### src/logic/tws_pkg.sv
// shared constants, field layouts and types of the two-wire slave receiver
package tws_pkg;

  // ==========================================================================
  // register map (avalon word index)
  // ==========================================================================
  localparam logic [1:0] ADR_OWN = 2'h0;   // own_slave_address
  localparam logic [1:0] ADR_CTRL = 2'h1;  // serial_control
  localparam logic [1:0] ADR_STAT = 2'h2;  // status_code_register
  localparam logic [1:0] ADR_DATA = 2'h3;  // shift_data_register

  // ==========================================================================
  // reset values
  // ==========================================================================
  localparam logic [7:0] OWN_RST = 8'h00;
  localparam logic [7:0] CTRL_RST = 8'h00;
  localparam logic [7:0] DATA_RST = 8'hFF;

  // ==========================================================================
  // addresses and bus status codes
  // ==========================================================================
  localparam logic [7:0] GC_ADDR = 8'h00;      // general_call_address
  localparam logic [7:0] ST_OWN_ACK = 8'h60;   // own address_with_write, acked
  localparam logic [7:0] ST_OWN_LOST = 8'h68;  // same, after lost arbitration
  localparam logic [7:0] ST_GC_ACK = 8'h70;    // general call, acked
  localparam logic [7:0] ST_GC_LOST = 8'h78;   // same, after lost arbitration
  localparam logic [7:0] ST_DAT_ACK = 8'h80;   // own data byte, acked
  localparam logic [7:0] ST_DAT_NACK = 8'h88;  // own data byte, not acked
  localparam logic [7:0] ST_GCD_ACK = 8'h90;   // general call data, acked
  localparam logic [7:0] ST_GCD_NACK = 8'h98;  // general call data, not acked
  localparam logic [7:0] ST_STOP_RS = 8'hA0;   // stop or repeated start seen
  localparam logic [7:0] ST_NONE = 8'hF8;      // nothing to report
  localparam logic [7:0] PRESC_MASK = 8'hF8;   // prescaler bits always read 0

  // ==========================================================================
  // field positions
  // ==========================================================================
  localparam int unsigned LAST_BIT = 7;        // index of the last bit of a byte
  localparam logic [3:0] BYTE_LAST = 4'h7;
  localparam logic [1:0] PH_WAIT_FALL = 2'h0;  // ack slot not yet open
  localparam logic [1:0] PH_WAIT_RISE = 2'h1;  // ack slot open, clock low
  localparam logic [1:0] PH_WAIT_END = 2'h2;   // ack slot clock high

  // serial_control layout, msb first
  typedef struct packed {
    logic operation_done_flag;
    logic acknowledge_enable;
    logic start_request;
    logic stop_request;
    logic write_collision_flag;
    logic interface_enable;
    logic rsvd;
    logic interrupt_enable_bit;
  } tws_ctrl_t;

  // sampled bus lines
  typedef struct packed {
    logic scl;
    logic sda;
  } tws_line_t;

  // receive engine states
  typedef enum logic [2:0] {
    ST_IDLE,   // not addressed, monitoring
    ST_ADDR,   // shifting in the address byte
    ST_AACK,   // acknowledge slot of the address
    ST_WAIT,   // flag set, clock stretched
    ST_DATA,   // shifting in a data byte
    ST_DACK    // acknowledge slot of a data byte
  } tws_state_t;

  // own or enabled general call address hit, gated by acknowledge_enable
  function automatic logic addr_hit(input logic [7:0] rx, input logic [7:0] own,
                                    input logic ack_en);
    logic own_hit;
    logic gc_hit;
    own_hit = (rx[7:1] == own[7:1]) && !rx[0];
    gc_hit = (rx == GC_ADDR) && own[0];
    return ack_en && (own_hit || gc_hit);
  endfunction : addr_hit

endpackage : tws_pkg

### src/logic/tws_line_sync.sv
// two-stage synchroniser for the sampled bus lines
`timescale 1ns/1ns

module tws_line_sync (
  input wire logic sys_clk,
  input wire logic resetn,
  input wire tws_pkg::tws_line_t line_in,
  output tws_pkg::tws_line_t line_out
);

  // ==========================================================================
  // two flip-flops; the first one feeds only the second
  // ==========================================================================
  tws_pkg::tws_line_t meta_r;  // first stage, may go metastable

  // idle bus is high on both lines
  always_ff @(posedge sys_clk) begin
    if (!resetn) begin
      meta_r <= 2'h3;
      line_out <= 2'h3;
    end else begin
      meta_r <= line_in;
      line_out <= meta_r;
    end
  end

endmodule : tws_line_sync

### src/logic/tws_slave_rx.sv
// two-wire slave receiver with avalon-mm register access
//
// Added by the designer: the register offsets and register access over Avalon-MM.
`timescale 1ns/1ns

// What this block does
// - upper seven own-address bits give slave address
// - own-address lsb enables general call answer
// - write direction enters receive, read is not served
// - address with write sets flag and status
// - lost arbitration reports 68 or 78
// - cleared ack enable gives nack after byte
// - ack enable zero ignores own address, still monitors
// - sleep still acks address, then wakes part
// - hold clock low until flag is cleared
// - data register may miss byte after wake
// - own write address acked reports 60
// - general call acked reports 70
// - acked data reports 80, byte in data register
// - not acked data reports 88
// - flag clear receives next byte, ack per enable
// - after 88 leave to not addressed state
// - prescaler bits of status read as zero
// - start request after 88 issues start when free
// - general call data reports 90 or 98
// - stop or repeated start while addressed gives A0
module tws_slave_rx (
  input wire logic sys_clk,
  input wire logic resetn,
  input wire logic [1:0] avs_address,
  input wire logic avs_read,
  input wire logic avs_write,
  input wire logic [31:0] avs_writedata,
  input wire logic [3:0] avs_byteenable,
  output logic [31:0] avs_readdata,
  output logic avs_waitrequest,
  input wire logic scl_in,
  input wire logic sda_in,
  output logic scl_out,
  output logic scl_oe,
  output logic sda_out,
  output logic sda_oe,
  input wire logic sleep_mode,
  input wire logic arb_lost_addr,
  output logic wake_req,
  output logic start_go,
  output logic irq
);

  // ==========================================================================
  // registers and state
  // ==========================================================================
  logic wait_r;                      // avalon waitrequest
  logic [31:0] rdata_r;              // avalon read data
  logic [7:0] own_r;                 // own_slave_address
  tws_pkg::tws_ctrl_t ctrl_r;        // serial_control
  logic [7:0] code_r;                // status code
  logic [7:0] data_r;                // shift_data_register
  tws_pkg::tws_state_t state_r;      // receive engine
  tws_pkg::tws_state_t dest_r;       // where to go once the flag is cleared
  logic [3:0] bit_cnt_r;             // bits of the current byte
  logic [7:0] shift_r;               // incoming byte
  logic [1:0] ack_ph_r;              // phase inside an ack slot
  logic gc_r;                        // addressed through general call
  logic ack_plan_r;                  // ack decision for the current byte
  logic set_flag_r;                  // one-cycle: raise the done flag
  logic stop_done_r;                 // one-cycle: stop request handled
  logic sda_oe_r;                    // pulling sda low
  logic scl_oe_r;                    // pulling scl low
  logic wake_r;                      // wake-up request
  logic start_pend_r;                // start wanted once bus is free
  logic start_go_r;                  // one-cycle start trigger to the master
  logic irq_r;                       // interrupt line
  logic low_r;                       // level driven while an enable is high
  tws_pkg::tws_line_t line_s;        // synchronised lines
  tws_pkg::tws_line_t line_p_r;      // previous sample
  tws_pkg::tws_ctrl_t wr_ctrl;       // write data seen as control fields
  logic acc;                         // access completes this edge
  logic acc_wr;                      // write completes this edge
  logic scl_rise;
  logic scl_fall;
  logic bus_start;
  logic bus_stop;
  logic [7:0] rx_byte;               // byte including the bit now sampled
  logic addressed;                   // engine is inside a transfer to us
  logic bus_busy_r;                  // between a start and a stop on the bus

  assign avs_readdata = rdata_r;
  assign avs_waitrequest = wait_r;
  assign scl_out = low_r;
  assign sda_out = low_r;
  assign scl_oe = scl_oe_r;
  assign sda_oe = sda_oe_r;
  assign wake_req = wake_r;
  assign start_go = start_go_r;
  assign irq = irq_r;

  // ==========================================================================
  // line sampling and condition detection
  // ==========================================================================
  tws_line_sync u_sync (
    .sys_clk(sys_clk),
    .resetn(resetn),
    .line_in({scl_in, sda_in}),
    .line_out(line_s)
  );

  // previous sample, read only by the edge detectors below
  always_ff @(posedge sys_clk) begin
    if (!resetn) begin
      line_p_r <= 2'h3;
    end else begin
      line_p_r <= line_s;
    end
  end

  assign scl_rise = line_s.scl && !line_p_r.scl;
  assign scl_fall = !line_s.scl && line_p_r.scl;
  // sda moving while scl stays high marks start or stop
  assign bus_start = line_s.scl && line_p_r.scl && line_p_r.sda && !line_s.sda;
  assign bus_stop = line_s.scl && line_p_r.scl && !line_p_r.sda && line_s.sda;
  assign rx_byte = {shift_r[6:0], line_s.sda};
  assign addressed = (state_r == tws_pkg::ST_AACK) || (state_r == tws_pkg::ST_DATA) ||
                     (state_r == tws_pkg::ST_DACK);

  // high lines inside someone else's frame do not make the bus free
  always_ff @(posedge sys_clk) begin
    if (!resetn) begin
      bus_busy_r <= 1'b0;
    end else if (bus_start) begin
      bus_busy_r <= 1'b1;
    end else if (bus_stop) begin
      bus_busy_r <= 1'b0;
    end
  end

  // ==========================================================================
  // avalon slave: one wait cycle, then the access completes
  // ==========================================================================
  assign acc = (avs_read || avs_write) && !wait_r;
  assign acc_wr = avs_write && !wait_r && avs_byteenable[0];
  assign wr_ctrl = tws_pkg::tws_ctrl_t'(avs_writedata[7:0]);

  // waitrequest drops for exactly the completing edge
  always_ff @(posedge sys_clk) begin
    if (!resetn) begin
      wait_r <= 1'b1;
    end else if (acc) begin
      wait_r <= 1'b1;
    end else if (avs_read || avs_write) begin
      wait_r <= 1'b0;
    end
  end

  // read data is fetched while waitrequest is still high
  always_ff @(posedge sys_clk) begin
    if (!resetn) begin
      rdata_r <= 32'h0000_0000;
    end else if (avs_read && wait_r) begin
      unique case (avs_address)
        tws_pkg::ADR_OWN: rdata_r <= {24'h00_0000, own_r};
        tws_pkg::ADR_CTRL: rdata_r <= {24'h00_0000, ctrl_r};
        tws_pkg::ADR_STAT: rdata_r <= {24'h00_0000, code_r & tws_pkg::PRESC_MASK};
        tws_pkg::ADR_DATA: rdata_r <= {24'h00_0000, data_r};
      endcase
    end
  end

  // own address register
  always_ff @(posedge sys_clk) begin
    if (!resetn) begin
      own_r <= tws_pkg::OWN_RST;
    end else if (acc_wr && avs_address == tws_pkg::ADR_OWN) begin
      own_r <= avs_writedata[7:0];
    end
  end

  // control register; hardware set of the flag wins over a software clear
  always_ff @(posedge sys_clk) begin
    if (!resetn) begin
      ctrl_r <= tws_pkg::CTRL_RST;
    end else begin
      if (acc_wr && avs_address == tws_pkg::ADR_CTRL) begin
        ctrl_r.acknowledge_enable <= wr_ctrl.acknowledge_enable;
        ctrl_r.start_request <= wr_ctrl.start_request;
        ctrl_r.stop_request <= wr_ctrl.stop_request;
        ctrl_r.interface_enable <= wr_ctrl.interface_enable;
        ctrl_r.interrupt_enable_bit <= wr_ctrl.interrupt_enable_bit;
        if (wr_ctrl.operation_done_flag) begin
          ctrl_r.operation_done_flag <= 1'b0;
        end
      end
      // data writes while the bus owns the byte are collisions
      if (acc_wr && avs_address == tws_pkg::ADR_DATA) begin
        ctrl_r.write_collision_flag <= !ctrl_r.operation_done_flag;
      end
      if (stop_done_r) begin
        ctrl_r.stop_request <= 1'b0;
      end
      if (set_flag_r) begin
        ctrl_r.operation_done_flag <= 1'b1;
      end
    end
  end

  // ==========================================================================
  // receive engine
  // ==========================================================================
  // one process for the byte engine, status code and data register; the
  // ack slot is opened on the falling clock after bit eight and closed on
  // the next falling clock, so sda never moves while scl is high
  always_ff @(posedge sys_clk) begin
    if (!resetn) begin
      state_r <= tws_pkg::ST_IDLE;
      dest_r <= tws_pkg::ST_IDLE;
      bit_cnt_r <= 4'h0;
      shift_r <= 8'h00;
      ack_ph_r <= tws_pkg::PH_WAIT_FALL;
      gc_r <= 1'b0;
      ack_plan_r <= 1'b0;
      set_flag_r <= 1'b0;
      stop_done_r <= 1'b0;
      sda_oe_r <= 1'b0;
      code_r <= tws_pkg::ST_NONE;
      data_r <= tws_pkg::DATA_RST;
      wake_r <= 1'b0;
      start_pend_r <= 1'b0;
      start_go_r <= 1'b0;
    end else begin
      set_flag_r <= 1'b0;
      stop_done_r <= 1'b0;
      start_go_r <= 1'b0;
      if (!sleep_mode) begin
        wake_r <= 1'b0;
      end
      if (acc_wr && avs_address == tws_pkg::ADR_DATA) begin
        data_r <= avs_writedata[7:0];
      end
      if (!ctrl_r.interface_enable) begin
        // disabled: release the bus and forget any transfer
        state_r <= tws_pkg::ST_IDLE;
        sda_oe_r <= 1'b0;
        start_pend_r <= 1'b0;
      end else if (bus_start && state_r != tws_pkg::ST_WAIT) begin
        sda_oe_r <= 1'b0;
        bit_cnt_r <= 4'h0;
        if (addressed) begin
          // repeated start ends our transfer; address follows after the clear
          code_r <= tws_pkg::ST_STOP_RS;
          set_flag_r <= 1'b1;
          state_r <= tws_pkg::ST_WAIT;
          dest_r <= tws_pkg::ST_ADDR;
        end else begin
          state_r <= tws_pkg::ST_ADDR;
        end
      end else if (bus_stop && state_r != tws_pkg::ST_WAIT) begin
        sda_oe_r <= 1'b0;
        state_r <= tws_pkg::ST_IDLE;
        if (addressed) begin
          code_r <= tws_pkg::ST_STOP_RS;
          set_flag_r <= 1'b1;
        end
      end else begin
        unique case (state_r)
          tws_pkg::ST_IDLE: begin
            // bus free: hand the pending start to the master engine
            if (start_pend_r && !bus_busy_r && line_s.scl && line_s.sda) begin
              start_go_r <= 1'b1;
              start_pend_r <= 1'b0;
            end
          end
          tws_pkg::ST_ADDR: begin
            if (scl_rise) begin
              shift_r <= rx_byte;
              bit_cnt_r <= bit_cnt_r + 4'h1;
              if (bit_cnt_r == tws_pkg::BYTE_LAST) begin
                // read direction or no hit: stay off the bus, keep monitoring
                if (tws_pkg::addr_hit(rx_byte, own_r, ctrl_r.acknowledge_enable)) begin
                  state_r <= tws_pkg::ST_AACK;
                  ack_ph_r <= tws_pkg::PH_WAIT_FALL;
                  gc_r <= (rx_byte == tws_pkg::GC_ADDR);
                  wake_r <= sleep_mode;
                end else begin
                  state_r <= tws_pkg::ST_IDLE;
                end
              end
            end
          end
          tws_pkg::ST_AACK: begin
            unique case (ack_ph_r)
              tws_pkg::PH_WAIT_FALL: if (scl_fall) begin
                sda_oe_r <= 1'b1;
                ack_ph_r <= tws_pkg::PH_WAIT_RISE;
              end
              tws_pkg::PH_WAIT_RISE: if (scl_rise) begin
                ack_ph_r <= tws_pkg::PH_WAIT_END;
              end
              default: if (scl_fall) begin
                sda_oe_r <= 1'b0;
                set_flag_r <= 1'b1;
                state_r <= tws_pkg::ST_WAIT;
                dest_r <= tws_pkg::ST_DATA;
                if (gc_r) begin
                  code_r <= arb_lost_addr ? tws_pkg::ST_GC_LOST : tws_pkg::ST_GC_ACK;
                end else begin
                  code_r <= arb_lost_addr ? tws_pkg::ST_OWN_LOST : tws_pkg::ST_OWN_ACK;
                end
              end
            endcase
          end
          tws_pkg::ST_WAIT: begin
            // a flag set this cycle is not yet visible in ctrl_r
            if (!ctrl_r.operation_done_flag && !set_flag_r) begin
              bit_cnt_r <= 4'h0;
              ack_plan_r <= ctrl_r.acknowledge_enable;
              if (ctrl_r.stop_request) begin
                // stop request in slave mode just drops to not addressed
                state_r <= tws_pkg::ST_IDLE;
                stop_done_r <= 1'b1;
              end else begin
                state_r <= dest_r;
                if (dest_r == tws_pkg::ST_IDLE) begin
                  start_pend_r <= ctrl_r.start_request;
                end
              end
            end
          end
          tws_pkg::ST_DATA: begin
            if (scl_rise) begin
              shift_r <= rx_byte;
              bit_cnt_r <= bit_cnt_r + 4'h1;
              if (bit_cnt_r == tws_pkg::BYTE_LAST) begin
                state_r <= tws_pkg::ST_DACK;
                ack_ph_r <= tws_pkg::PH_WAIT_FALL;
              end
            end
          end
          tws_pkg::ST_DACK: begin
            unique case (ack_ph_r)
              tws_pkg::PH_WAIT_FALL: if (scl_fall) begin
                sda_oe_r <= ack_plan_r;
                ack_ph_r <= tws_pkg::PH_WAIT_RISE;
              end
              tws_pkg::PH_WAIT_RISE: if (scl_rise) begin
                ack_ph_r <= tws_pkg::PH_WAIT_END;
              end
              default: if (scl_fall) begin
                sda_oe_r <= 1'b0;
                set_flag_r <= 1'b1;
                data_r <= shift_r;
                state_r <= tws_pkg::ST_WAIT;
                // a not acknowledged byte ends the transfer
                dest_r <= ack_plan_r ? tws_pkg::ST_DATA : tws_pkg::ST_IDLE;
                if (gc_r) begin
                  code_r <= ack_plan_r ? tws_pkg::ST_GCD_ACK : tws_pkg::ST_GCD_NACK;
                end else begin
                  code_r <= ack_plan_r ? tws_pkg::ST_DAT_ACK : tws_pkg::ST_DAT_NACK;
                end
              end
            endcase
          end
        endcase
      end
    end
  end

  // ==========================================================================
  // bus drivers and interrupt
  // ==========================================================================
  // stretch the clock while software owns the byte; a long wake-up keeps
  // the whole bus blocked, which is the price of not losing the transfer
  always_ff @(posedge sys_clk) begin
    if (!resetn) begin
      scl_oe_r <= 1'b0;
    end else begin
      scl_oe_r <= ctrl_r.interface_enable && state_r == tws_pkg::ST_WAIT;
    end
  end

  // both open-drain outputs only ever pull low
  always_ff @(posedge sys_clk) begin
    if (!resetn) begin
      low_r <= 1'b0;
    end else begin
      low_r <= 1'b0;
    end
  end

  // level interrupt follows the flag
  always_ff @(posedge sys_clk) begin
    if (!resetn) begin
      irq_r <= 1'b0;
    end else begin
      irq_r <= ctrl_r.operation_done_flag && ctrl_r.interrupt_enable_bit;
    end
  end
endmodule : tws_slave_rx

### config.mk
export PLATFORM = sky130hd
export DESIGN_NAME = tws_slave_rx
export DESIGN_NICKNAME = d
export VERILOG_FILES = /design/src/logic/tws_pkg.sv /design/src/logic/tws_line_sync.sv /design/src/logic/tws_slave_rx.sv
export SDC_FILE = /design/constraint.sdc
export NUM_CORES = 1
export LEC_CHECK = 0
export ABC_AREA = 1
export BUFFER_PORTS_ARGS = -buffer_cell sky130_fd_sc_hd__buf_2
export CORE_UTILIZATION = 58
export CTS_BUF_LIST = sky130_fd_sc_hd__clkbuf_4 sky130_fd_sc_hd__clkbuf_8 sky130_fd_sc_hd__clkbuf_16
export CTS_CLUSTER_DIAMETER = 40
export DETAILED_ROUTE_END_ITERATION = 16
export PLACE_DENSITY = 0.85
export REMOVE_ABC_BUFFERS = 1
export SYNTH_ARGS = -nofsm -noshare
export SYNTH_HDL_FRONTEND = slang
export SYNTH_HIERARCHICAL = 1
export SYNTH_SLANG_ARGS = --single-unit
### constraint.sdc
create_clock -name sys_clk -period 2.4 [get_ports sys_clk]
set_input_delay 0.12 -clock sys_clk [delete_from_list [all_inputs] [get_ports sys_clk]]
set_output_delay 0.12 -clock sys_clk [all_outputs]
set_load 0.01 [all_outputs]
==> results of run 1 <==
==> flip-flops by register name (all words and copies together) (netlist names), 3 cells and up <==
name	cells
code_r	5
state_r	3
own_r	8
shift_r	8
bit_cnt_r	4
avs_readdata	8
data_r	8
ctrl_r	7
==> Yosys cell counts, drive strengths merged, types with 3 or more instances <==
master    n
nand2   108
dfxtp    73
inv      73
nor2     55
o21ai    45
a21oi    41
buf      34
nand3    26
o211ai   16
nand4     7
a41oi     4
nor3      4
or2       4
clkbuf    3
==> timing repair <==
action	4_1_cts	5_1_grt
hold endpoints to repair	3	0
setup buffers	0	0
hold buffers	3	0
==> routing by layer <==
metal / up-vias / GRT usage, % / wire length, um
met1: 1589 / 34.9 / 3830
met3: 18 / 4.87 / 631
met4: 0 / 11.9 / 221
met2: 155 / 43.0 / 4060
li1: 1694 / - / -
met5: - / 0 / 0
==> through the flow <==
step / worst slack (ns) / utilization [%] / instances / instance area (um2)
2_1_floorplan: 0.770 / - / 498 / 3640
3_3_place_gp: 0.656 / 61.7 / 610 / 3920
4_1_cts: 0.566 / 65.3 / 629 / 4140
5_1_grt: 0.441 / 65.3 / 629 / 4140
6_report: 0.546 / 65.3 / 629 / 4140
3_5_place_dp: 0.593 / 61.7 / 610 / 3920
==> worst reg2reg max path, cell delays in order, from the launching register on <==
cell	delay, ns
dfxtp_1	0.50
nand3_4	0.22
inv_4	0.17
nor2_8	0.07
nor2_8	0.14
nand4_4	0.29
o211ai_1	0.24
o211ai_2	0.11
==> logic make-up (layout without fill, tap and decap cells) <==
kind of cell / after synthesis / count (layout) / share of synthesized area [%]
AND/OR/NAND/NOR: 207 / 207 / 27.5
AO/OA/AOI/OAI: 116 / 116 / 19.3
buffers and inverters: 112 / 129 / 14.2
flip-flops: 73 / 73 / 38.4
adder cells (fa/ha/maj): 1 / 1 / 0.329
other: 1 / 26 / 0.0986
==> power by group through the flow <==
| stage | logic, W | registers (W) | clock network [W] |
|---|---|---|---|
| 6_report | 0.000195 | 0.00125 | 0.000948 |
| 3_5_place_dp | 0.000187 | 0.00128 | 0 |
| 3_3_place_gp | 0.000182 | 0.00128 | 0 |
| 4_1_cts | 0.000193 | 0.00125 | 0.000948 |
| 5_1_grt | 0.000218 | 0.00125 | 0.00101 |
| 2_1_floorplan | 0.000112 | 0.00128 | 0 |
==> layout by cell type (no fill, tap or decap), types with 3 or more instances in the layout <==
cell	count
dlygate4sd3_1	3
dfxtp_1	73
nand2_4	4
nand2_2	8
nand2_1	96
conb_1	26
nand4_1	5
nor2_2	8
o21ai_2	3
nor2_1	43
nor3_1	4
a41oi_1	4
o21ai_0	38
inv_1	61
o211ai_2	10
inv_2	11
nor2_8	3
clkbuf_8	13
a21oi_2	3
o211ai_1	6
o21ai_1	4
nand3_1	22
a21oi_1	38
or2_2	3
buf_2	32
buf_4	3
==> worst paths after layout <==
check / startpoint / end / cells after the start
max reg2reg: state_r[0]$_SDFFE_PN0P_ / data_r[1]$_SDFF_PN1_ / 7
min: avs_writedata[6] / ctrl_r[6]$_SDFFE_PN0P_ / 3
max: state_r[0]$_SDFFE_PN0P_ / data_r[1]$_SDFF_PN1_ / 7
min reg2reg: u_sync/meta_r[0]$_SDFF_PN1_ / u_sync/line_out[0]$_SDFF_PN1_ / 2
==> layout make-up <==
cell class / count / share of cell area, %
multi-input cells: 350 / 45.7
clock inverters: 2 / 0.242
repair buffers: 38 / 5.13
clock buffers: 14 / 4.50
well taps: 77 / 2.32
inverters: 75 / 6.85
flip-flops and latches: 73 / 35.3
==> metrics.md, run 1 <==
| Metric | Value |
|---|---|
| Status | finished, final reports clean |
| Wire length after detailed routing | 8.75 mm |
| Vias per cell | approximately 5.5 |
| TritonCTS clock tree | built |
| Top-area cell type share of the netlist area | about 38% |
| Top cells by area, synth | dfxtp_1 (38%), nand2_1 (9.5%), inv_1 (6.0%) |
| CTS resizes | 0 |
| Area of the mapped netlist | around 3800 um2 |
| Fillers | roughly 550 |
| Sequential share of power | between 50 and 60% |
| Root Buffer | clkbuf_8 |
| Startpoint types | flop |
| Hold Slack | 0.0348 ns |
| FF-to-FF setup slack | roughly 0.55 ns |
| Die area | about 6900 um2 |
| Synth Instances | a little over 500 |
| Share of cells above drive strength 1 | approximately a fifth |
| Total CTS buffers | 9 |
| Pwr/cell area | between 500 and 600 nW/um2 |
| Pins Over Slew Limit | 0 |
| Detail Route Antenna Nets | 0 |
| Cell family with most CP delay | simple AND/OR/NAND/NOR gates |
| Vias | 3,456 |
| Detailed Routing Iterations Pass 1 | 5 |
| Int Pwr | roughly 0.0018 W |
| Number of synthesized register bits | 73 |
| Area leader, netlist | dfxtp_1 |
| Core Rows | 29 |
| First-pass GRT wire length | 14.7 mm |
| Crit path required time | around 2.6 ns |
| Post-synth ARST share | 0% |
| RSZ-0062 raised after global routing | no |
| CP arrival | between 2 and 2.5 ns |
| PortBufs | 32 |
| EDFF count, synth | 0 |
| Fmax achieved | approximately 540 MHz |
| Gr usage total | a little over a quarter |
| FF+latch area | approximately 1500 um2 |
| Initial core utilization | 59.9% |
| Setup_tns | 0 ns |
| H-tree Lvls | 3 |
| Die width | about 83 um |
| Io pins | 86 |
| Starting DRT DRC Count | 330 |
| Slowest cell on crit path | dfxtp_1 |
| Clock power share | between 30% and 40% |
| Crit-path cells | nand3_4, inv_4, nor2_8, nor2_8, nand4_4, o211ai_1, o211ai_2 |
| Sw Pwr | between 0.0006 and 0.0007 W |
| Gpl congestion | approximately 0.90 |
| Slowest stage delay, CP | around 0.5 ns |
| Setup violations, final | 0 |
| Worst skew pair latency | ~0.36 ns |
| Core area | around 6300 um2 |
| Vias in the first global route | ~3,200 |
| Area of the multi-input gates | ~1900 um2 |
| CP Capture Type | flop |
| Crit path time final | ~1.9 ns |
| Max IR drop VDD | approximately 0.00032 V |
| CP Max Fanout | 16 |
| Comb pwr share | roughly 8% |
| Clk pin slew, worst setup/hold paths | about 0.080 ns |
| Clock Skews | approximately 0.009 ns |
| Slew @ Worst Pin | 0.594 ns |
| Max Cap Viol | 0 |
| Dominant synthesized flop cell | dfxtp_1 |
| Leakage | ~1.9 nW |
| Dpl hpwl | between 6 and 7 mm |
| Hold Path Class | in -> reg |
| # nets final | between 500 and 600 |
| Synth cell types | 45 |
| Crit path buf inv count | 1 |
| Die Span Y | just over 80 um |
| Worst slew margin | 60.2% |
| Period utilisation layout | about 77% |
| WL/cell | approximately 14 um |
| CP most frequent cell | nor2_8 |
| Largest net degree at the start of global routing | 40 |
| Hold Vio Cnt, Final | 0 |
| # diodes | 0 |
| Register area share after synthesis | around 38% |
| Syn-to-layout area delta | 8.98% |
| CTS sink count | 73 |
| Synth warnings | 6 |
| Drt drc | 0 |
| Syn_area_per_cell | approximately 7.5 um2 |
| Initial antenna violation count | 0 |
| Global route overflow | 0 |
| Max clock buf depth | 2 |
| Setup CP Type | reg -> reg |
| Switching share of power | about 25% |
| Final Total Pwr | ~0.0024 W |
(Power assumes the default switching activity.)
==> run 2: changes to the inputs <==
--- a/config.mk
+++ b/config.mk
@@ -5,13 +5,13 @@
 export SDC_FILE = /design/constraint.sdc
 export NUM_CORES = 1
 export LEC_CHECK = 0
-export ABC_AREA = 1
+export ABC_AREA = 0
 export BUFFER_PORTS_ARGS = -buffer_cell sky130_fd_sc_hd__buf_2
-export CORE_UTILIZATION = 58
+export CORE_UTILIZATION = 54
 export CTS_BUF_LIST = sky130_fd_sc_hd__clkbuf_4 sky130_fd_sc_hd__clkbuf_8 sky130_fd_sc_hd__clkbuf_16
 export CTS_CLUSTER_DIAMETER = 40
 export DETAILED_ROUTE_END_ITERATION = 16
-export PLACE_DENSITY = 0.85
+export PLACE_DENSITY = 0.8
 export REMOVE_ABC_BUFFERS = 1
 export SYNTH_ARGS = -nofsm -noshare
 export SYNTH_HDL_FRONTEND = slang
==> constraint.sdc (replaced) <==
create_clock -name sys_clk -period 1.78 [get_ports sys_clk]
set_input_delay 0.089 -clock sys_clk [delete_from_list [all_inputs] [get_ports sys_clk]]
set_output_delay 0.089 -clock sys_clk [all_outputs]
set_load 0.01 [all_outputs]
==> run 2 against run 1 <==
The flow now finishes with violations (setup timing). Largest cell class unchanged. Worst setup slack worse by 0.65 ns. Critical path type unchanged. Total power increased by 41%. First-iteration DRC count is 21% lower. Count of clock-buffer cells in the layout is 5 lower. Maximum frequency fell by 1.4%. Global-route usage barely moved. Hold slack got worse by 0.0064 ns. Final cell count fell by 8.1%. Via count decreased by 4.3%. Synthesized cell count down 17%. Clock skew increased by 0.0012 ns.
==> metrics.md, run 2 <==
| Metric | Value |
|---|---|
| Status | finished with violations |
| Failing checks | setup timing |
| Gr usage total | 26.7% (about the same) |
| Root Buffer | clkbuf_8 |
| Worst Setup SP | own_r[4]$_SDFFE_PN0P_ |
| Die width | 85.2 um (+2.7%) |
| Pwr/cell area | 732 nW/um2 (+27%) |
| Detailed Routing Iterations Pass 1 | 5 (unchanged) |
| Hold Vio Cnt, Final | 0 (unchanged) |
| CTS sink count | 73 (unchanged) |
| Pre-CTS WS | -0.129 ns (-0.723 ns) |
| Period utilisation layout | 106% (+28 points) |
| Setup CP Type | reg -> reg |
| Core Rows | 29 (unchanged) |
| Dpl hpwl | 6.48 mm (+2.7%) |
| Vias per cell | 5.72 (+4.1%) |
| Setup violations, final | 6 (+6) |
| Leakage | 2.04 nW (+4.6%) |
| Synth warnings | 6 (unchanged) |
| FF-to-FF setup slack | -0.10 ns (-0.65 ns) |
| Commonest cells after routing, fill and taps aside | dfxtp_1 (64), nand2_1 (58), buf_4 (48), buf_2 (32) |
| TritonCTS clock tree | built |
| Clock Skews | 0.0103 ns (+0.00116 ns) |
| Fin area | 4600 um2 (+11%) |
| Clock power share | 42.2% (+2.6 points) |
| Setup WS post-layout | -0.101 ns (-0.647 ns) |
| Max clock buf depth | 2 (unchanged) |
| Sequential share of power | 49.8% (-2.4 points) |
| Number of synthesized register bits | 73 (unchanged) |
| Vias in the first global route | 3,113 (-1.6%) |
| WL/cell | 16.5 um (+19%) |
| Core area | 6530 um2 (+2.9%) |
| Worst skew pair latency | 0.35 ns (about the same) |
| Max Cap Viol | 0 (unchanged) |
| Io pins | 86 (unchanged) |
| RSZ-0062 raised after global routing | yes |
| Initial antenna violation count | 0 (unchanged) |
| Synth Instances | 424 (-17%) |
| Top cells by instance count after synthesis | dfxtp_1 (73), nand2_1 (60), buf_4 (28) |
| Max layer used | met4 |
| Vias | 3,306 (-4.3%) |
| Top-area cell type share of the netlist area | 39.1% (+0.68 points) |
| Syn_area_per_cell | 8.81 um2 (+18%) |
| DR WL met3 | 676 um (+7.1%) |
| Synth cell types | 58 (+29%) |
| Initial core utilization | 57.2% (-2.7 points) |
| CP arrival | 2.15 ns (+0.07 ns) |
| H-tree Lvls | 3 (unchanged) |
| Startpoint types | flop |
| R2r worst-path depth | 6 (-1) |
| Dominant cell by count in the synthesized netlist | dfxtp_1 |
| Area leader, netlist | dfxtp_1 |
| Share of cells above drive strength 1 | 29.3% (+8.9 points) |
| # nets final | 543 (-8.6%) |
| # diodes | 0 (unchanged) |
| Wire length after detailed routing | 9.53 mm (+9.0%) |
| EDFF count, synth | 0 (unchanged) |
| Crit path required time | 2.05 ns (-0.58 ns) |
| Largest net degree at the start of global routing | 40 (unchanged) |
| Global route overflow | 0 (unchanged) |
| Dominant synthesized flop cell | dfxtp_1 |
| Gpl congestion | 0.900 (+0.26%) |
| Starting DRT DRC Count | 261 (-21%) |
| Fmax achieved | 532 MHz (-1.4%) |
| Syn-to-layout area delta | 23.2% |
| Placed cells | 555 (-9.0%) |
| Most common cell after layout, fill and taps aside | dfxtp_1 |
| Die area | 7260 um2 (+5.4%) |
| Post-Layout Cell Count | 578 (-8.1%) |
| PortBufs | 32 (unchanged) |
| Switching share of power | 24.0% (-1.1 points) |
| Total CTS buffers | 9 (unchanged) |
| CP Capture Type | flop |
| Area of the mapped netlist | 3740 um2 (-1.7%) |
| Die Span Y | 85.2 um (+2.7%) |
| Worst reg2reg path startpoint | own_r[4]$_SDFFE_PN0P_ |
| Sw Pwr | 0.000810 W (+35%) |
| Post-synth ARST share | 0% (unchanged) |
| Setup crit end | ack_ph_r[1]$_SDFFE_PN0P_ |
| First-pass GRT wire length | 15.0 mm (+1.5%) |
| WL met1 | 4.08 mm (+6.6%) |
| Int Pwr | 0.00256 W (+43%) |
| Max IR drop VDD | 0.000534 V (+66%) |
| Drt drc | 0 (unchanged) |
| Comb pwr share | 8.0% (about the same) |
| Hold Path Class | in -> reg |
| Clk pin slew, worst setup/hold paths | 0.08 ns (about the same) |
| Detail Route Antenna Nets | 0 (unchanged) |
| Worst R2R End | ack_ph_r[1]$_SDFFE_PN0P_ |
| Met2 WL | 4.50 mm (+11%) |
| Crit path time final | 1.88 ns (+0.0266 ns) |
| CP Max Fanout | 3 (-13) |
| Register area share after synthesis | 39.1% (+0.68 points) |
| Pins Over Slew Limit | 0 (unchanged) |
| Dpl cell area | 4140 um2 (+5.7%) |
| Top cells by area, synth | dfxtp_1 (39%), mux2i_1 (6.7%), nand2_1 (6.0%) |
## run 2: cell count changes in the layout (fill, tap and decap cells not counted), sizes merged, moves of 25 or more
cell,delta
a21oi,-30
buf,+48
inv,-68
mux2i,+25
nand2,-48
nor2,-36
nor2b,+26
## run 2: how the worst min path moves through the flow
stage                                 from                      endpoint  cells after the start
after detailed placement            sda_in   u_sync/meta_r[0]$_SDFF_PN1_                      2
after global placement              scl_in   u_sync/meta_r[1]$_SDFF_PN1_                      2
final                     avs_writedata[1]         own_r[1]$_SDFFE_PN0P_                      3
after global routing      avs_writedata[3]         own_r[3]$_SDFFE_PN0P_                      3
after floorplan                     resetn  avs_waitrequest$_SDFFE_PP1N_                      1
after CTS                 avs_writedata[1]         own_r[1]$_SDFFE_PN0P_                      3
## run 2: logic make-up (layout without fill, tap and decap cells)
family | count (synthesis) | in the layout | synth area share, %
AO/OA/AOI/OAI | 67 | 67 | 12.4
XOR/XNOR | 10 | 10 | 2.34
adder cells (fa/ha/maj) | 1 | 1 | 0.335
buffers and inverters | 55 | 107 | 8.54
flip-flops | 73 | 73 | 39.1
multiplexers | 32 | 32 | 10.3
other | 1 | 26 | 0.100
AND/OR/NAND/NOR | 185 | 185 | 26.9
## run 2: cell type report
cell class | count | area, um2
Multi-Input combinational cell | 321 | 2200
Fill cell | 526 | 1930
Sequential cell | 73 | 1480
Timing Repair Buffer | 86 | 588
Clock buffer | 9 | 124
Tap cell | 77 | 96.3
Clock inverter | 7 | 95.1
Inverter | 5 | 18.8
## run 2: per-stage QoR
stage	power (W)	hold WS [ns]	setup TNS, ns	utilization (%)
6_report	0.00337	0.0283	-0.423	70.5
5_1_grt	0.00349	0.0115	-1.12	70.5
4_1_cts	0.00339	0.0148	-0.327	68.5
3_5_place_dp	0.00197	0.273	-0.689	63.4
3_3_place_gp	0.00196	0.268	-0.321	63.4
2_1_floorplan	0.00186	0.151	-1.08	-
## run 2: repair_timing
item	in CTS	in global routing
pin swaps	8	1
resized for setup	18	25
hold endpoints to repair	3	0
hold buffers	3	0
cloned	0	0
setup buffers	2	2
setup endpoints to repair	18	21
## run 2: metal layers
layer	GRT usage [%]	vias to the layer above
met3	5.35	27
li1	-	1568
met4	9.86	0
met1	34.9	1549
met5	0	-
met2	43.8	162
## run 2: worst max-delay path: stages (launching register included)
cell      delay, ns
dfxtp_2        0.33
xor2_1         0.15
or4_1          0.50
o21ai_1        0.17
nand2_2        0.13
a311oi_4       0.29
mux2i_1        0.24
## run 2: power by group through the flow
stage               Clock [W]  Combinational (W)  Sequential (W)
finish                0.00142           0.000269         0.00168
floorplan                   0           0.000133         0.00173
global placement            0           0.000244         0.00172
CTS                   0.00145           0.000262         0.00168
detailed placement          0           0.000249         0.00172
global route          0.00151           0.000296         0.00168
==> run 3: changes to the inputs <==
--- a/config.mk
+++ b/config.mk
@@ -13,7 +13,7 @@
 export DETAILED_ROUTE_END_ITERATION = 16
 export PLACE_DENSITY = 0.8
 export REMOVE_ABC_BUFFERS = 1
+export SKIP_CTS_REPAIR_TIMING = 1
 export SYNTH_ARGS = -nofsm -noshare
 export SYNTH_HDL_FRONTEND = slang
-export SYNTH_HIERARCHICAL = 1
 export SYNTH_SLANG_ARGS = --single-unit
==> run 3 against run 2 <==
The flow still finishes with violations (setup timing). Non-clock buffer count is 19 higher. Register-to-register slack gained 0.02 ns. Core utilization rose by 1.9 points. Sequential cell count did not move. Hold slack worse by 0.024 ns. Critical path depth unchanged. Clock skew is 0.0029 ns higher. Final area rose by 2.7%. Synthesized area barely moved. Via count is 7.8% higher. Largest cell class unchanged.
==> metrics.md, run 3 <==
| Metric | Value |
|---|---|
| # nets final | 556 (+2.4%) |
| Die area | 7260 um2 (about the same) |
| Hold Slack | 0.00399 ns (-0.0243 ns) |
| Die width | 85.2 um (about the same) |
| Slowest stage delay, CP | 0.36 ns (-0.14 ns) |
| Fmax achieved | 537 MHz (+1.1%) |
| Clock Skews | 0.0132 ns (+0.00287 ns) |
| Failing checks | setup timing |
| Top cells by instance count after synthesis | dfxtp_1 (73), nand2_1 (46), nor2_1 (35) |
| Detail Route Antenna Nets | 0 (unchanged) |
| Register area share after synthesis | 39.1% (about the same) |
| Hold Vio Cnt, Final | 0 (unchanged) |
| TritonCTS clock tree | built |
| Worst slew margin | 66.8% |
| Gr usage total | 29.3% (+2.6 points) |
| Crit path time final | 1.86 ns (-0.0196 ns) |
| Worst skew pair latency | 0.36 ns (about the same) |
| Vias per cell | 6.03 (+5.4%) |
| Max IR drop VDD | 0.000514 V (-3.7%) |
| Number of synthesized register bits | 73 (unchanged) |
| Core Rows | 29 (unchanged) |
| Top cells by area, synth | dfxtp_1 (39%), mux2i_1 (7.8%), buf_4 (5.2%) |
| WL/cell | 18.0 um (+9.4%) |
| Commonest cells after routing, fill and taps aside | buf_4 (65), dfxtp_1 (60), nand2_1 (46), nor2_1 (34), buf_2 (32) |
| Setup WS post-layout | -0.0814 ns (+0.0196 ns) |
| Hold depth | 3 (unchanged) |
| Crit-path cells | nand4b_1, or2_4, nor3_4, buf_6, mux2i_1, nand2_1 |
| Wire length after detailed routing | 10.7 mm (+12%) |
| Fin util | 72.4% (+1.9 points) |
| Worst reg2reg path startpoint | u_sync.line_out[1]$_SDFF_PN1_ |
| FF+latch area | 1490 um2 (+0.68%) |
| Initial antenna violation count | 0 (unchanged) |
| Core area | 6530 um2 (unchanged) |
| Max clock buf depth | 2 (unchanged) |
| Starting DRT DRC Count | 423 (+62%) |
| Syn_area_per_cell | 9.01 um2 (+2.2%) |
| Dominant cell by count in the synthesized netlist | dfxtp_1 |
| Slew @ Worst Pin | ~0.49 ns |
| CP Capture Type | flop |
| Hold Path Class | in -> reg |
| Global route overflow | 0 (unchanged) |
| H-tree Lvls | 3 (unchanged) |
| R2r worst-path depth | 6 (unchanged) |
| Worst hold endpoint | ctrl_r[0]$_SDFFE_PN0P_ |
| Setup CP Type | reg -> reg |
| Area of the multi-input gates | 2180 um2 (-0.97%) |
| CP Max Fanout | 9 (+6) |
| Initial core utilization | 57.2% (about the same) |
| Setup violations, final | 7 (+1) |
| Gpl congestion | 0.968 (+7.5%) |
| Fillers | 459 (-13%) |
| Leakage | 1.89 nW (-7.0%) |
| Io pins | 86 (unchanged) |
| Hold path startpoint | avs_writedata[0] |
| Total CTS buffers | 9 (unchanged) |
| Crit path required time | 2.03 ns (-0.02 ns) |
| CTS sink count | 73 (unchanged) |
| Synth cell types | 64 (+10%) |
| Pins Over Slew Limit | 0 (unchanged) |
| Slowest cell on crit path | dfxtp_2 |
| Pwr/cell area | 699 nW/um2 (-4.6%) |
| Syn-to-layout area delta | 26.5% |
| Startpoint types | flop |
| Worst R2R End | data_r[5]$_SDFF_PN1_ |
| PortBufs | 32 (unchanged) |
| Vias in the first global route | 3,254 (+4.5%) |
| First-pass GRT wire length | 16.2 mm (+8.3%) |
| Synth warnings | 0 (-6) |
| Dominant synthesized flop cell | dfxtp_1 |
| Area of the mapped netlist | 3740 um2 (about the same) |
| Max Cap Viol | 0 (unchanged) |
| FF-to-FF setup slack | -0.08 ns (+0.02 ns) |
| Detailed Routing Iterations Pass 1 | 5 (unchanged) |
| Largest net degree at the start of global routing | 39 (-2.5%) |
| RSZ-0062 raised after global routing | yes |
| Post-synth ARST share | 0% (unchanged) |
| Drt drc | 0 (unchanged) |
| Clk pin slew, worst setup/hold paths | 0.09 ns (about the same) |
| Root Buffer | clkbuf_8 |
| Dpl hpwl | 7.29 mm (+13%) |
| EDFF count, synth | 0 (unchanged) |
| # diodes | 0 (unchanged) |
| Vias | 3,564 (+7.8%) |
| CP arrival | 2.11 ns (-0.04 ns) |
| Share of cells above drive strength 1 | 35.6% (+6.3 points) |
| Period utilisation layout | 105% (-1.1 points) |
| Synth Instances | 415 (-2.1%) |
| Die Span Y | 85.2 um (about the same) |
| Area leader, netlist | dfxtp_1 |
| Status | finished with violations |
| Most common cell after layout, fill and taps aside | buf_4 |
| Top-area cell type share of the netlist area | 39.1% (about the same) |
## run 3: cell count changes after synthesis, moves of 5 or more
cell      delta
a21boi_0     -7
a21oi_1     +17
mux2_2       +7
nand2_1     -14
nand2b_1     -5
nand3_1      -6
nor2_1      +16
nor2b_1     -22
nor3_1       +5
o21ai_0      -9
## run 3: worst max-delay path by stage
| stage | startpoint | end | slack (ns) | cells past startpoint |
|---|---|---|---|---|
| detailed placement | state_r[1]$_SDFFE_PN0P_ | ack_ph_r[0]$_SDFFE_PN0P_ | -0.10 | 5 |
| CTS | state_r[0]$_SDFFE_PN0P_ | data_r[0]$_SDFF_PN1_ | -0.16 | 6 |
| floorplan | state_r[0]$_SDFFE_PN0P_ | data_r[0]$_SDFF_PN1_ | -0.54 | 5 |
| finish | u_sync.line_out[1]$_SDFF_PN1_ | data_r[5]$_SDFF_PN1_ | -0.08 | 6 |
| global placement | shift_r[4]$_SDFFE_PN0P_ | state_r[1]$_SDFFE_PN0P_ | -0.07 | 6 |
| global route | u_sync.line_out[1]$_SDFF_PN1_ | data_r[5]$_SDFF_PN1_ | -0.13 | 6 |
## run 3: routing by layer
layer  global-route usage (%)  routed length (um)  up-vias
li1                         -                   -     1629
met1                     38.0                4370     1711
met2                     47.9                5200      196
met3                     6.81                 882       28
met4                     10.0                 221        0
met5                        0                   0        -
## run 3: worst max-delay path, delay by kind of cell (launching register included)
| family | cells | cell delay (ns) |
|---|---|---|
| flip-flops | 1 | 0.36 |
| multiplexers | 1 | 0.28 |
| AND/OR/NAND/NOR | 4 | 0.92 |
| buffers and inverters | 1 | 0.18 |
## run 3: logic make-up (layout without fill, tap and decap cells)
logic type      after synthesis  count (layout)  share of synthesized area (%)
other cells                   1              26                          0.100
flops                        73              73                           39.1
buf+inv                      52             126                           8.24
mux                          43              43                           13.5
compound gates               74              74                           13.3
simple gates                160             160                           22.9
fa+ha+maj                     2               2                          0.603
xor+xnor                     10              10                           2.34
## run 3: final cells by class
cell class,instances,area share (%)
clock buffer,9,2.62
clock inverter,7,1.67
tap,77,2.04
sequential,73,31.5
inverter,5,0.397
multi-input combinational,315,46.1
timing repair buffer,105,15.7
## run 3: metrics by stage
stage | power, W | TNS (ns) | instances | area, um2 | setup WS (ns)
finish | 0.00331 | -0.338 | 591 | 4730 | -0.0814
global route | 0.00342 | -0.918 | 591 | 4730 | -0.131
CTS | 0.00329 | -1.80 | 576 | 4450 | -0.162
detailed placement | 0.00199 | -0.686 | 560 | 4250 | -0.102
global placement | 0.00198 | -0.604 | 560 | 4250 | -0.0718
floorplan | 0.00186 | -5.06 | 393 | 3540 | -0.537
## run 3: power breakdown
| group | switching, W | internal [W] | total, W |
|---|---|---|---|
| Sequential | 0.0000201 | 0.00165 | 0.00167 |
| Combinational | 0.000178 | 0.000122 | 0.000299 |
| Clock | 0.000676 | 0.000655 | 0.00133 |
